$ cat config.mk
export PLATFORM = sky130hd
export DESIGN_NAME = adc_decimator
export DESIGN_NICKNAME = d
export VERILOG_FILES = /design/src/verilog/adc_decimator.v /design/src/verilog/adc_fifo.v
export VERILOG_INCLUDE_DIRS = /design/src /design/src/verilog
export SDC_FILE = /design/constraint.sdc
export NUM_CORES = 2
export LEC_CHECK = 0
export ABC_AREA = 1
export BUFFER_PORTS_ARGS = -buffer_cell sky130_fd_sc_hd__buf_2
export CORE_AREA = 4 4 508 460
export CTS_CLUSTER_DIAMETER = 100
export DETAILED_ROUTE_END_ITERATION = 6
export DIE_AREA = 0 0 512 464
export GPL_ROUTABILITY_DRIVEN = 0
export PLACE_DENSITY = 0.55
export SYNTH_ARGS = -nofsm -noshare
export SYNTH_HDL_FRONTEND = slang
export SYNTH_SLANG_ARGS = --single-unit
$ cat constraint.sdc
create_clock -name clock_in -period 8.7 [get_ports clock_in]
set_clock_uncertainty 0.15 [all_clocks]
set_input_delay 0.435 -clock clock_in [delete_from_list [all_inputs] [get_ports clock_in]]
set_output_delay 0.435 -clock clock_in [all_outputs]
set_load 0.005 [all_outputs]
$ cat src/verilog/adc_consts.vh
// Notes on behaviour
// six independent channels, each with its own stream and filter, sampled on one shared schedule.
// each modulator bit arrives once per eight internal master clock periods.
// the filter is a third-order sinc, the cube of a 32-tap moving sum.
// the filter decimates by 32 to one 15-bit word per master-clock/256 period.
// the pipeline latency keeps the group delay near 25 microseconds.
// every result is two's complement.
// in 16-bit data mode the result is shifted left by one with a zero in the low bit.
// in 16-bit data mode a result at or above positive full scale gives exactly 0x7fff.
// in mixed mode the result keeps 15 bits and the top bit flags control or sample content.
// a 3-bit gain code selects 0, 6, 12, 18, 20, 26, 32 or 38 dB.
// the buffered reference output is enabled only while bit 6 of the reference control register is set.
// mode bit 0 clear is control mode, bit 0 alone is data mode, bits 0 and 1 give mixed mode.
// a 2-bit field picks master clock over 2048, 1024, 512 or 256, with 2048 after reset.
// accumulators are wide enough never to overflow and the result saturates to signed 15 bits.
`ifndef ADC_CONSTS_VH
`define ADC_CONSTS_VH
`define ADC_CHANNELS       6
`define ADC_MOD_DIV        8
`define ADC_DECIM          32
`define ADC_RES_BITS       15
`define ADC_ACC_BITS       16
`define ADC_GROUP_DELAY_US 25
`define ADC_CLK_MHZ        50
`define ADC_ADDR_MODE      2'h0
`define ADC_ADDR_RATE      2'h1
`define ADC_ADDR_REF       2'h2
`define ADC_ADDR_GAIN      2'h3
`define ADC_REF_EN_BIT     6
`define ADC_MODE_DATA_BIT  0
`define ADC_MODE_MIX_BIT   1
`define ADC_RATE_RESET     2'h0
`define ADC_POS_FULL       16'h7fff
`define ADC_FIFO_DEPTH     16
`endif

$ cat src/verilog/adc_decimator.v
// The address map and the plain strobed port were chosen for this implementation.
`timescale 1ns/1ps
`default_nettype none
`include "adc_consts.vh"
module adc_decimator #(
	parameter CHANNELS = 6,
	parameter MCLK_DIV = 1
) (
	input  wire                  clock_in,
	input  wire                  reset_n_in,
	input  wire [CHANNELS-1:0]   mod_bits_in,
	input  wire [1:0]            reg_addr_in,
	input  wire [7:0]            reg_wdata_in,
	input  wire                  reg_write_in,
	input  wire                  reg_read_in,
	output reg  [7:0]            reg_rdata_out,
	output reg                   sample_valid_out,
	output reg  [2:0]            sample_chan_out,
	output reg  [15:0]           sample_word_out,
	input  wire                  sample_ready_in,
	output reg                   mod_strobe_out,
	output reg  [3*CHANNELS-1:0] gain_code_out,
	output reg  [8*CHANNELS-1:0] gain_db_out,
	output reg                   ref_output_enable_out,
	output reg                   fifo_overrun_out
);
	// sinc3 of length 32 grows 3*log2(32)=15 bits; three extra guard the signed range
	localparam AB = `ADC_ACC_BITS + 2;
	localparam ST_IDLE = 2'h0;
	localparam ST_PUSH = 2'h1;
	reg [7:0]            serial_mode_control_reg;
	reg [1:0]            clock_rate_control_reg;
	reg [7:0]            ref_power_reg;
	reg [3*CHANNELS-1:0] gain_reg;
	reg [15:0]           clk_div;
	reg [2:0]            mod_div;
	reg [4:0]            dec_cnt;
	reg [2:0]            out_cnt;
	reg                  mod_tick;
	reg                  dec_tick;
	reg [1:0]            push_state;
	reg [2:0]            push_chan;
	reg [CHANNELS-1:0]   pending;
	reg [16*CHANNELS-1:0] result_bus;
	wire [AB*CHANNELS-1:0] comb_bus;
	wire                 int_mclk_tick;
	wire                 fifo_in_ready;
	wire                 fifo_out_valid;
	wire [18:0]          fifo_out_data;
	wire                 out_rate_hit;
	wire [1:0]           fmt_mode;
	assign int_mclk_tick = (clk_div == MCLK_DIV - 1);
	assign fmt_mode = serial_mode_control_reg[1:0];
	// rate select
	assign out_rate_hit = (clock_rate_control_reg == 2'h3) ? 1'b1 :
		(clock_rate_control_reg == 2'h2) ? (out_cnt[0] == 1'b1) :
		(clock_rate_control_reg == 2'h1) ? (out_cnt[1:0] == 2'h3) : (out_cnt == 3'h7);
	always @(posedge clock_in or negedge reset_n_in) begin
		if (!reset_n_in) begin
			clk_div <= 16'h0000;
			mod_div <= 3'h0;
			dec_cnt <= 5'h00;
			out_cnt <= 3'h0;
			mod_tick <= 1'b0;
			dec_tick <= 1'b0;
			mod_strobe_out <= 1'b0;
		end else begin
			mod_tick <= 1'b0;
			dec_tick <= 1'b0;
			clk_div <= int_mclk_tick ? 16'h0000 : clk_div + 16'h0001;
			// one bit per eight master clocks
			if (int_mclk_tick) begin
				mod_div <= mod_div + 3'h1;
				if (mod_div == `ADC_MOD_DIV - 1) begin
					mod_tick <= 1'b1;
					// decimate by 32
					dec_cnt <= dec_cnt + 5'h01;
					if (dec_cnt == `ADC_DECIM - 1) begin
						out_cnt <= out_cnt + 3'h1;
						dec_tick <= out_rate_hit;
					end
				end
			end
			mod_strobe_out <= int_mclk_tick & (mod_div == `ADC_MOD_DIV - 1);
		end
	end
	genvar g;
	generate
		// one filter per channel
		for (g = 0; g < CHANNELS; g = g + 1) begin : chan
			reg signed [AB-1:0] i1, i2, i3, c1d, c2d, c3d, c1, c2, c3;
			wire signed [AB-1:0] x = mod_bits_in[g] ? 18'sd1 : -18'sd1;
			// cascaded integrators then combs at the decimated rate, once per 32 modulator bits
			always @(posedge clock_in or negedge reset_n_in) begin
				if (!reset_n_in) begin
					i1 <= 0; i2 <= 0; i3 <= 0;
				end else if (mod_tick) begin
					i1 <= i1 + x;
					i2 <= i2 + i1;
					i3 <= i3 + i2;
				end
			end
			// single decimated stage keeps latency short
			always @(posedge clock_in or negedge reset_n_in) begin
				if (!reset_n_in) begin
					c1d <= 0; c2d <= 0; c3d <= 0; c1 <= 0; c2 <= 0; c3 <= 0;
				end else if (mod_tick && dec_cnt == 5'h00) begin
					c1  <= i3 - c1d;
					c1d <= i3;
					c2  <= (i3 - c1d) - c2d;
					c2d <= i3 - c1d;
					c3  <= ((i3 - c1d) - c2d) - c3d;
					c3d <= (i3 - c1d) - c2d;
				end
			end
			assign comb_bus[AB*g +: AB] = c3 >>> 1;
		end
	endgenerate
	// saturate to signed 15 bits
	function [14:0] sat15;
		input [AB-1:0] v;
		begin
			if (!v[AB-1] && v[AB-2:14] != 0)
				sat15 = 15'h3fff;
			else if (v[AB-1] && ~v[AB-2:14] != 0)
				sat15 = 15'h4000;
			else
				sat15 = v[14:0];
		end
	endfunction
	// word formatting
	function [15:0] fmt_word;
		input [14:0] r;
		input [1:0]  m;
		begin
			if (m[`ADC_MODE_DATA_BIT] && m[`ADC_MODE_MIX_BIT])
				fmt_word = {1'b0, r};
			else if (r == 15'h3fff)
				fmt_word = `ADC_POS_FULL;
			else
				fmt_word = {r, 1'b0};
		end
	endfunction
	integer k;
	always @(posedge clock_in or negedge reset_n_in) begin
		if (!reset_n_in) begin
			result_bus <= {(16*CHANNELS){1'b0}};
			pending <= {CHANNELS{1'b0}};
			push_state <= ST_IDLE;
			push_chan <= 3'h0;
			fifo_overrun_out <= 1'b0;
		end else begin
			case (push_state)
				ST_IDLE: begin
					// control mode pushes nothing
					if (dec_tick && serial_mode_control_reg[`ADC_MODE_DATA_BIT]) begin
						for (k = 0; k < CHANNELS; k = k + 1)
							result_bus[16*k +: 16] <= fmt_word(sat15(comb_bus[AB*k +: AB]), fmt_mode);
						pending <= {CHANNELS{1'b1}};
						push_chan <= 3'h0;
						push_state <= ST_PUSH;
					end
				end
				ST_PUSH: begin
					if (fifo_in_ready) begin
						pending[push_chan] <= 1'b0;
						push_chan <= push_chan + 3'h1;
						if (push_chan == CHANNELS - 1)
							push_state <= ST_IDLE;
					end
					// new sample while still pushing is dropped and sets the overrun flag
					if (dec_tick)
						fifo_overrun_out <= 1'b1;
				end
				default: push_state <= ST_IDLE;
			endcase
		end
	end
	adc_fifo #(
		.WIDTH(19),
		.DEPTH(`ADC_FIFO_DEPTH),
		.AW(4)
	) u_fifo (
		.clock_in(clock_in),
		.reset_n_in(reset_n_in),
		.in_valid_in(push_state == ST_PUSH),
		.in_ready_out(fifo_in_ready),
		.in_data_in({push_chan, result_bus[16*push_chan +: 16]}),
		.out_valid_out(fifo_out_valid),
		.out_ready_in(sample_ready_in & ~sample_valid_out),
		.out_data_out(fifo_out_data)
	);
	always @(posedge clock_in or negedge reset_n_in) begin
		if (!reset_n_in) begin
			sample_valid_out <= 1'b0;
			sample_chan_out <= 3'h0;
			sample_word_out <= 16'h0000;
		end else if (sample_valid_out) begin
			sample_valid_out <= 1'b0;
		end else if (fifo_out_valid && sample_ready_in) begin
			sample_valid_out <= 1'b1;
			sample_chan_out <= fifo_out_data[18:16];
			sample_word_out <= fifo_out_data[15:0];
		end
	end
	// gain code to dB
	function [7:0] gain_db;
		input [2:0] c;
		begin
			case (c)
				3'h0: gain_db = 8'h00;
				3'h1: gain_db = 8'h06;
				3'h2: gain_db = 8'h0c;
				3'h3: gain_db = 8'h12;
				3'h4: gain_db = 8'h14;
				3'h5: gain_db = 8'h1a;
				3'h6: gain_db = 8'h20;
				default: gain_db = 8'h26;
			endcase
		end
	endfunction
	integer j;
	always @(posedge clock_in or negedge reset_n_in) begin
		if (!reset_n_in) begin
			serial_mode_control_reg <= 8'h00;
			clock_rate_control_reg <= `ADC_RATE_RESET;
			ref_power_reg <= 8'h00;
			gain_reg <= {(3*CHANNELS){1'b0}};
			reg_rdata_out <= 8'h00;
			gain_code_out <= {(3*CHANNELS){1'b0}};
			gain_db_out <= {(8*CHANNELS){1'b0}};
			ref_output_enable_out <= 1'b0;
		end else begin
			if (reg_write_in) begin
				case (reg_addr_in)
					`ADC_ADDR_MODE: serial_mode_control_reg <= {6'h00, reg_wdata_in[1:0]};
					`ADC_ADDR_RATE: clock_rate_control_reg <= reg_wdata_in[1:0];
					`ADC_ADDR_REF:  ref_power_reg <= reg_wdata_in;
					default: gain_reg[3*reg_wdata_in[6:4] +: 3] <= reg_wdata_in[2:0];
				endcase
			end
			reg_rdata_out <= 8'h00;
			if (reg_read_in) begin
				case (reg_addr_in)
					`ADC_ADDR_MODE: reg_rdata_out <= serial_mode_control_reg;
					`ADC_ADDR_RATE: reg_rdata_out <= {6'h00, clock_rate_control_reg};
					`ADC_ADDR_REF:  reg_rdata_out <= ref_power_reg;
					default: reg_rdata_out <= {fifo_overrun_out, 3'h0, fifo_out_valid, pending[2:0]};
				endcase
			end
			// reference enable bit
			ref_output_enable_out <= ref_power_reg[`ADC_REF_EN_BIT];
			gain_code_out <= gain_reg;
			for (j = 0; j < CHANNELS; j = j + 1)
				gain_db_out[8*j +: 8] <= gain_db(gain_reg[3*j +: 3]);
		end
	end
endmodule // adc_decimator
`default_nettype wire

$ cat src/verilog/adc_fifo.v
`timescale 1ns/1ps
`default_nettype none
module adc_fifo #(
	parameter WIDTH = 19,
	parameter DEPTH = 16,
	parameter AW    = 4
) (
	input  wire             clock_in,
	input  wire             reset_n_in,
	input  wire             in_valid_in,
	output wire             in_ready_out,
	input  wire [WIDTH-1:0] in_data_in,
	output wire             out_valid_out,
	input  wire             out_ready_in,
	output wire [WIDTH-1:0] out_data_out
);
	reg [WIDTH-1:0] mem [0:DEPTH-1];
	reg [AW-1:0]    wr_ptr;
	reg [AW-1:0]    rd_ptr;
	reg [AW:0]      count;
	wire            do_wr;
	wire            do_rd;
	assign in_ready_out  = (count != DEPTH[AW:0]);
	assign out_valid_out = (count != {(AW+1){1'b0}});
	assign out_data_out  = mem[rd_ptr];
	assign do_wr = in_valid_in & in_ready_out;
	assign do_rd = out_valid_out & out_ready_in;
	always @(posedge clock_in) begin
		if (do_wr)
			mem[wr_ptr] <= in_data_in;
	end
	always @(posedge clock_in or negedge reset_n_in) begin
		if (!reset_n_in) begin
			wr_ptr <= {AW{1'b0}};
			rd_ptr <= {AW{1'b0}};
			count  <= {(AW+1){1'b0}};
		end else begin
			if (do_wr)
				wr_ptr <= (wr_ptr == DEPTH[AW-1:0] - 1'b1) ? {AW{1'b0}} : wr_ptr + 1'b1;
			if (do_rd)
				rd_ptr <= (rd_ptr == DEPTH[AW-1:0] - 1'b1) ? {AW{1'b0}} : rd_ptr + 1'b1;
			if (do_wr & ~do_rd)
				count <= count + 1'b1;
			else if (do_rd & ~do_wr)
				count <= count - 1'b1;
		end
	end
endmodule // adc_fifo
`default_nettype wire
# Word level (Yosys, flattened, before mapping)
# Memory sizes are Yosys's and may differ from the RTL's. A register that Yosys moved wholly into a read port is not among the register bits.
# Cells that the tools add are included.
[word_totals]
out_inout_bits = 97
reg_bits = 1013
memories = 1
ram_bits = 304
word_cells = 337
inputBits = 21
[memory_table]
columns = ["memory", "words", "word_bits", "rd", "rd_ports_with_merged_regs", "write_ports", "line", "rtl"]
rows = [
  ["u_fifo.mem", 16, 19, 1, 1, 1, "adc_fifo.v:17", "reg [WIDTH-1:0] mem [0:DEPTH-1];"],
]
[classes]
add_sub_neg = 46
n_mul = 1
bitwise = 18
eq_ne = 59
shifts = 3
reduce_logical = 61
magnitude_cmp = 2
n_mux = 80
[ops]
columns = ["operator", "n"]
rows = [
  ["$mux W15", 24],
  ["$add A18 B18 Y18", 18],
  ["$sub A18 B18 Y18", 18],
  ["$pmux W6 S7", 6],
  ["$mux W16", 13],
  ["$not A3 Y32", 6],
  ["$reduce_bool A32 Y1", 6],
  ["$mux W18", 6],
  ["$shiftx A96 B8 Y16", 1],
  ["$eq A15 B14 Y1 const B", 6],
  ["$eq A3 B3 Y1 const B", 21],
  ["$eq A3 B2 Y1 const B", 12],
  ["$neg A5 Y34", 1],
  ["$shift A3 B34 Y18 const A", 1],
  ["$shiftx A3 B34 Y18", 1],
  ["$pmux W8 S3", 1],
  ["$bwmux W18", 1],
  ["$eq A3 B1 Y1 const B", 6],
  ["$logic_not A3 Y1", 6],
  ["$reduce_bool A3 Y1", 6],
  ["$logic_and A1 B1 Y1", 17],
  ["$add A16 B1 Y16 const B", 1],
  ["$logic_not A16 Y1", 1],
  ["$reduce_and A2 Y1", 8],
  ["other kinds (35)", 83],
]

# Logic depth before layout (Yosys ltp)
[depth]
ltp_word = 10
depth_mapped = 34
depth_no_buf = 34

# Modules after synthesis
# Synthesis repeated with hierarchy kept, for this count alone.
[unflattened]
cells_unflattened = 10166
area_unflattened_um2 = 81884.8
[modules_own_cells]
columns = ["module", "n_inst", "area_per_inst_um2", "cells_each"]
rows = [
  ["adc_decimator", 1, 67777.5, 8746],
  ["adc_fifo", 1, 14107.3, 1420],
]

# Worst setup path before layout
# Ideal clock, no wire load.
[synth_path]
path_type = "reg-to-reg"
start = "reg chan[3].i3[0]"
end = "reg chan[3].c3[17]"
setup_ps = 117
arrival_time_ps = 4427
stages_incl_launch_ff = 34
n_path_buf = 0
slack_ps = 4006
path_cell_list = "dfrtp_1 -> inv_1 -> ha_1 -> inv_1 -> fa_1 -> nand2_1 -> nand2_1 -> o21ai_2 -> o21ai_2 -> nand3_1 -> nand2_1 -> nand2_1 -> nand2_1 -> a21boi_0 -> inv_1 -> or2_1 -> and2_1 -> ha_1 -> nand2_1 -> nor2_1 -> inv_1 -> o21bai_2 -> nand2_1 -> nand2_1 -> nand2_1 -> and2_1 -> ha_1 -> inv_1 -> nor3_1 -> nand2_1 -> o311ai_0 -> nand3_1 -> nand3_1 -> nand2_1"
[synth_via]
elab_chain_cells = 3
[synth_lines]
columns = ["element", "line", "rtl"]
rows = [
  ["start: declaration", "adc_decimator.v:91", "reg signed [AB-1:0] i1, i2, i3, c1d, c2d, c3d, c1, c2, c3;"],
  ["start signal: assignment", "adc_decimator.v:100", "i3 <= i3 + i2;"],
  ["$sub A18 B18 Y18 (3 in series)", "adc_decimator.v:112", "c3 <= ((i3 - c1d) - c2d) - c3d;"],
  ["end signal: assignment", "adc_decimator.v:112", ""],
  ["end: declaration", "adc_decimator.v:91", ""],
]
# No other way between the ends.
# A chain may end at the register's enable or synchronous reset.

# Worst setup path in the final report
[layout_path]
start = "reg chan[4].i3[0]"
end = "reg chan[4].c3[17]"
[layout_via]
elab_chain_cells = 3
[layout_lines]
columns = ["element", "line"]
rows = [
  ["start: declaration", "adc_decimator.v:91"],
  ["start signal: assignment", "adc_decimator.v:100"],
  ["$sub A18 B18 Y18 (3 in series)", "adc_decimator.v:112"],
  ["end signal: assignment", "adc_decimator.v:112"],
  ["end: declaration", "adc_decimator.v:91"],
]
# No other way between the ends.

==> run summary <==
The run finished with clean final reports. The slew at the pin with the worst max-slew slack came out at 1.183 ns. The post-CTS setup buffer count came out at 0. The floorplan step set the die width to just over 500 um. The TritonCTS buffer count came out at 156.

The clock net in this run drives a total of 1307 sinks. The maximum cell stage delay along the critical path came out at 0.50 ns. The initial antenna violation count came out at 4. The post-DP HPWL came out at between 100 and 150 mm. Of the synthesized area, sequential elements account for 43.04%. The synthesis-to-layout area growth came out at 11.69%. The tightest min-delay check is of the primary input to async pin type. Yosys instantiated no cell more often than sky130_fd_sc_hd__nand2_1.

In the final design database the tool counted 10.29k nets. u_fifo.mem holds more flip-flops than any other register. The mean post-synth cell area is about 8.3 um^2. The number of buffers between clock root and the deepest sink is 3. The worst register-to-register path ends at chan[4].c3[17]. The number of flops mapped to enable cells by yosys is 304. The remaining antenna violation count after routing is 0.

The tree is rooted in a sky130_fd_sc_hd__clkbuf_16. The count of buffer and inverter cells on the critical path came out at 4. The flip-flop count of the largest register after layout is 304. The post-synth design cell area is around 80000 um^2. The count of pins on the block boundary came out at 118. The highest net fanout along the worst path is 5. The total negative setup slack is 0 ns. The fill cell instance count of the final layout came out at around 23k. In the synthesized netlist the dominant register cell turns out to be sky130_fd_sc_hd__dfrtp_1. The number of warnings issued by yosys came out at 0. The top achievable clock speed is 186.1 MHz. The via count of the first global-routing pass was 61.96k.

After the flow finishes, the layout carries non-filler instances totaling 12.78k. The total number of H-tree levels came out at 4. Setup repair after global routing left no endpoint under its margin. The remaining max-slew budget at the tightest pin is 20.79%. The length of the first detailed-routing pass in iterations is 6. The remaining design rule violation count came out at 0. For this block, the initial DRC count from the detailed router was 4273. The worst register-to-register path has a depth of 28.

The largest net degree at the start of global routing came out at around 170. The worst setup path category is register to register. The number of failing hold endpoints at the final stage was 0. The worst register-to-register path begins at chan[4].i3[0]. The post-place setup slack came out at ~3.4 ns. The share of Yosys cell area claimed by the top area cell type came out at 31.56%. The count of final max-slew check failures came out at 0.

The number of gates resized after cts is 0. By count the netlist is led by sky130_fd_sc_hd__nand2_1 (2036), sky130_fd_sc_hd__o21ai_0 (1166), sky130_fd_sc_hd__dfrtp_1 (1003). The post-detailed-route via-to-cell ratio is 4.958. The routed design could run at a clock period as short as 5.375 ns. The initial utilization of the core area, before any placement, comes to 34.76%. The total of endpoints with negative setup slack in the final report is 0. Grouping stages by cell kind, the critical path spends the most delay in simple AND/OR/NAND/NOR gates. The fraction of final layout cells sized beyond drive strength 1 is roughly 6%.

The arrival time at the worst endpoint is 5.89 ns. The worst-case register-to-register setup slack is around 3.3 ns. The final worst setup slack came out at ~3.3 ns. In this run the tool buffered the top-level ports with 99 buffer cells.

The first global-routing pass estimated 316.4 mm of wire. The total of flip-flops plus latches after synthesis came out at 1307. After floorplanning, the core was sized to cover 228800 um^2. The overflow left after global routing came out at 0. Of the available clock period, the critical path in the final layout requires approximately three fifths.

The worst slack on hold paths came out at 0.07496 ns. STA classifies the critical path endpoint as a register. The routed layout has about 63k vias. The async set-or-reset flop fraction in the synthesized netlist came out at 76.74%. Measured along the y axis, the die boundary spans 464 um. The CTS tree is built.

The count of placed standard cells including taps is 12.47k. Clock-pin slew was measured on the worst setup and hold paths at around 0.06 ns. The required time of the critical path is 9.22 ns. The multi-input logic area is a little over 40000 um^2. The number of cell rows is 167. The source-to-sink clock delay at the later pin of the worst-skew pair is 0.81 ns. The die area came out at 237600 um^2. The slowest cell on the critical path is sky130_fd_sc_hd__o311ai_0. The global-route usage over all layers came out at 15.76%. The cell occurring most often along the worst timing path is sky130_fd_sc_hd__nand2_1. Registers take 34240 um^2. The number of max-capacitance violations reported is 0. After detailed routing, the total wire length is 189.2 mm. The largest total area in the synthesized netlist belongs to sky130_fd_sc_hd__dfrtp_1. After synthesis, the cell types taking the most area are sky130_fd_sc_hd__dfrtp_1 (32%), sky130_fd_sc_hd__edfxtp_1 (11%), sky130_fd_sc_hd__ha_1 (9.8%). After technology mapping, the gate count stands at roughly 9.6k. The count of different cell masters after synthesis came out at 60. The post-detailed-route wirelength per cell is about 15 um.

The worst setup path is launched from a register.
==> cell families (layout without fill, tap and decap cells) <==
logic type      Yosys count  count (layout)  share of synthesized area [%]
compound gates         2502            2502                          17.50
xor+xnor                464             464                          5.110
fa+ha+maj               660             660                          10.73
buf+inv                1284            1417                          6.236
flops                  1307            1307                          43.04
mux                       5               5                        0.07079
other cells               1              19                       0.004715
simple gates           3368            3368                          17.30
==> worst max path at each step <==
stage / depth (start not counted) / endpoint / slack (ns) / from
6_report: 28 / chan[4].c3[17] / 3.33 / chan[4].i3[0]
3_3_place_gp: 34 / chan[3].c3[17] / 3.30 / chan[3].i3[0]
5_1_grt: 26 / chan[1].c3[17] / 2.82 / chan[1].i3[0]
3_5_place_dp: 28 / chan[4].c3[17] / 3.44 / chan[4].i3[0]
2_1_floorplan: 33 / chan[3].c3[17] / 4.01 / chan[3].i3[0]
4_1_cts: 32 / chan[3].c3[17] / 3.40 / chan[3].i3[0]
==> cell type report <==
| class | instances | area share [%] |
|---|---|---|
| clock inverters | 67 | 1.117 |
| clock buffers | 221 | 5.068 |
| well taps | 3042 | 4.285 |
| multi-input cells | 7017 | 45.63 |
| inverters | 966 | 4.105 |
| diodes | 1 | 0.002817 |
| repair buffers | 163 | 1.240 |
| flip-flops and latches | 1307 | 38.55 |
==> metal layers <==
layer	GRT usage [%]	vias to the layer above	part of all wire (%)
met1	22.19	29510	50
met4	3.750	0	1.9
li1	-	32550	-
met5	0	-	0
met2	25.50	1085	45
met3	2.330	242	4.0
==> stage by stage <==
stage | area, um^2 | utilization, %
2_1_floorplan | 79590 | -
3_3_place_gp | 83120 | 36.33
3_5_place_dp | 83120 | 36.33
4_1_cts | 88820 | 38.82
5_1_grt | 88830 | 38.82
6_report | 88830 | 38.82
==> cell usage in the layout, fill, tap and decap left out, types with 21 or more instances in the layout <==
| master | n |
|---|---|
| sky130_fd_sc_hd__dfrtp_1 | 998 |
| sky130_fd_sc_hd__or2_2 | 38 |
| sky130_fd_sc_hd__clkbuf_16 | 159 |
| sky130_fd_sc_hd__o211ai_1 | 72 |
| sky130_fd_sc_hd__a21o_1 | 53 |
| sky130_fd_sc_hd__buf_2 | 98 |
| sky130_fd_sc_hd__and2_1 | 26 |
| sky130_fd_sc_hd__dlygate4sd3_1 | 21 |
| sky130_fd_sc_hd__clkinv_2 | 24 |
| sky130_fd_sc_hd__o22ai_1 | 30 |
| sky130_fd_sc_hd__a21oi_1 | 698 |
| sky130_fd_sc_hd__o21ai_0 | 1166 |
| sky130_fd_sc_hd__o31ai_1 | 52 |
| sky130_fd_sc_hd__nand2_1 | 2035 |
| sky130_fd_sc_hd__o221ai_1 | 52 |
| sky130_fd_sc_hd__xnor2_1 | 230 |
| sky130_fd_sc_hd__edfxtp_1 | 304 |
| sky130_fd_sc_hd__clkbuf_8 | 29 |
| sky130_fd_sc_hd__xor2_1 | 234 |
| sky130_fd_sc_hd__nor4_1 | 21 |
| sky130_fd_sc_hd__ha_1 | 623 |
| sky130_fd_sc_hd__inv_1 | 954 |
| sky130_fd_sc_hd__nand4_1 | 47 |
| sky130_fd_sc_hd__a31oi_1 | 112 |
| sky130_fd_sc_hd__clkbuf_1 | 33 |
| sky130_fd_sc_hd__nor3_1 | 83 |
| sky130_fd_sc_hd__o21ai_2 | 59 |
| sky130_fd_sc_hd__buf_4 | 38 |
| sky130_fd_sc_hd__fa_1 | 37 |
| sky130_fd_sc_hd__nand3_1 | 406 |
| sky130_fd_sc_hd__nor2_1 | 657 |
| sky130_fd_sc_hd__o21ai_1 | 101 |
==> what timing repair did <==
action | CTS | global route
hold buffers | 21 | 0
endpoints found under the hold margin | 114 | 0
endpoints found under the setup margin | 0 | 0
Power is not shown: default switching activity piles up to over one toggle a cycle in this logic, so the estimate is an artifact.
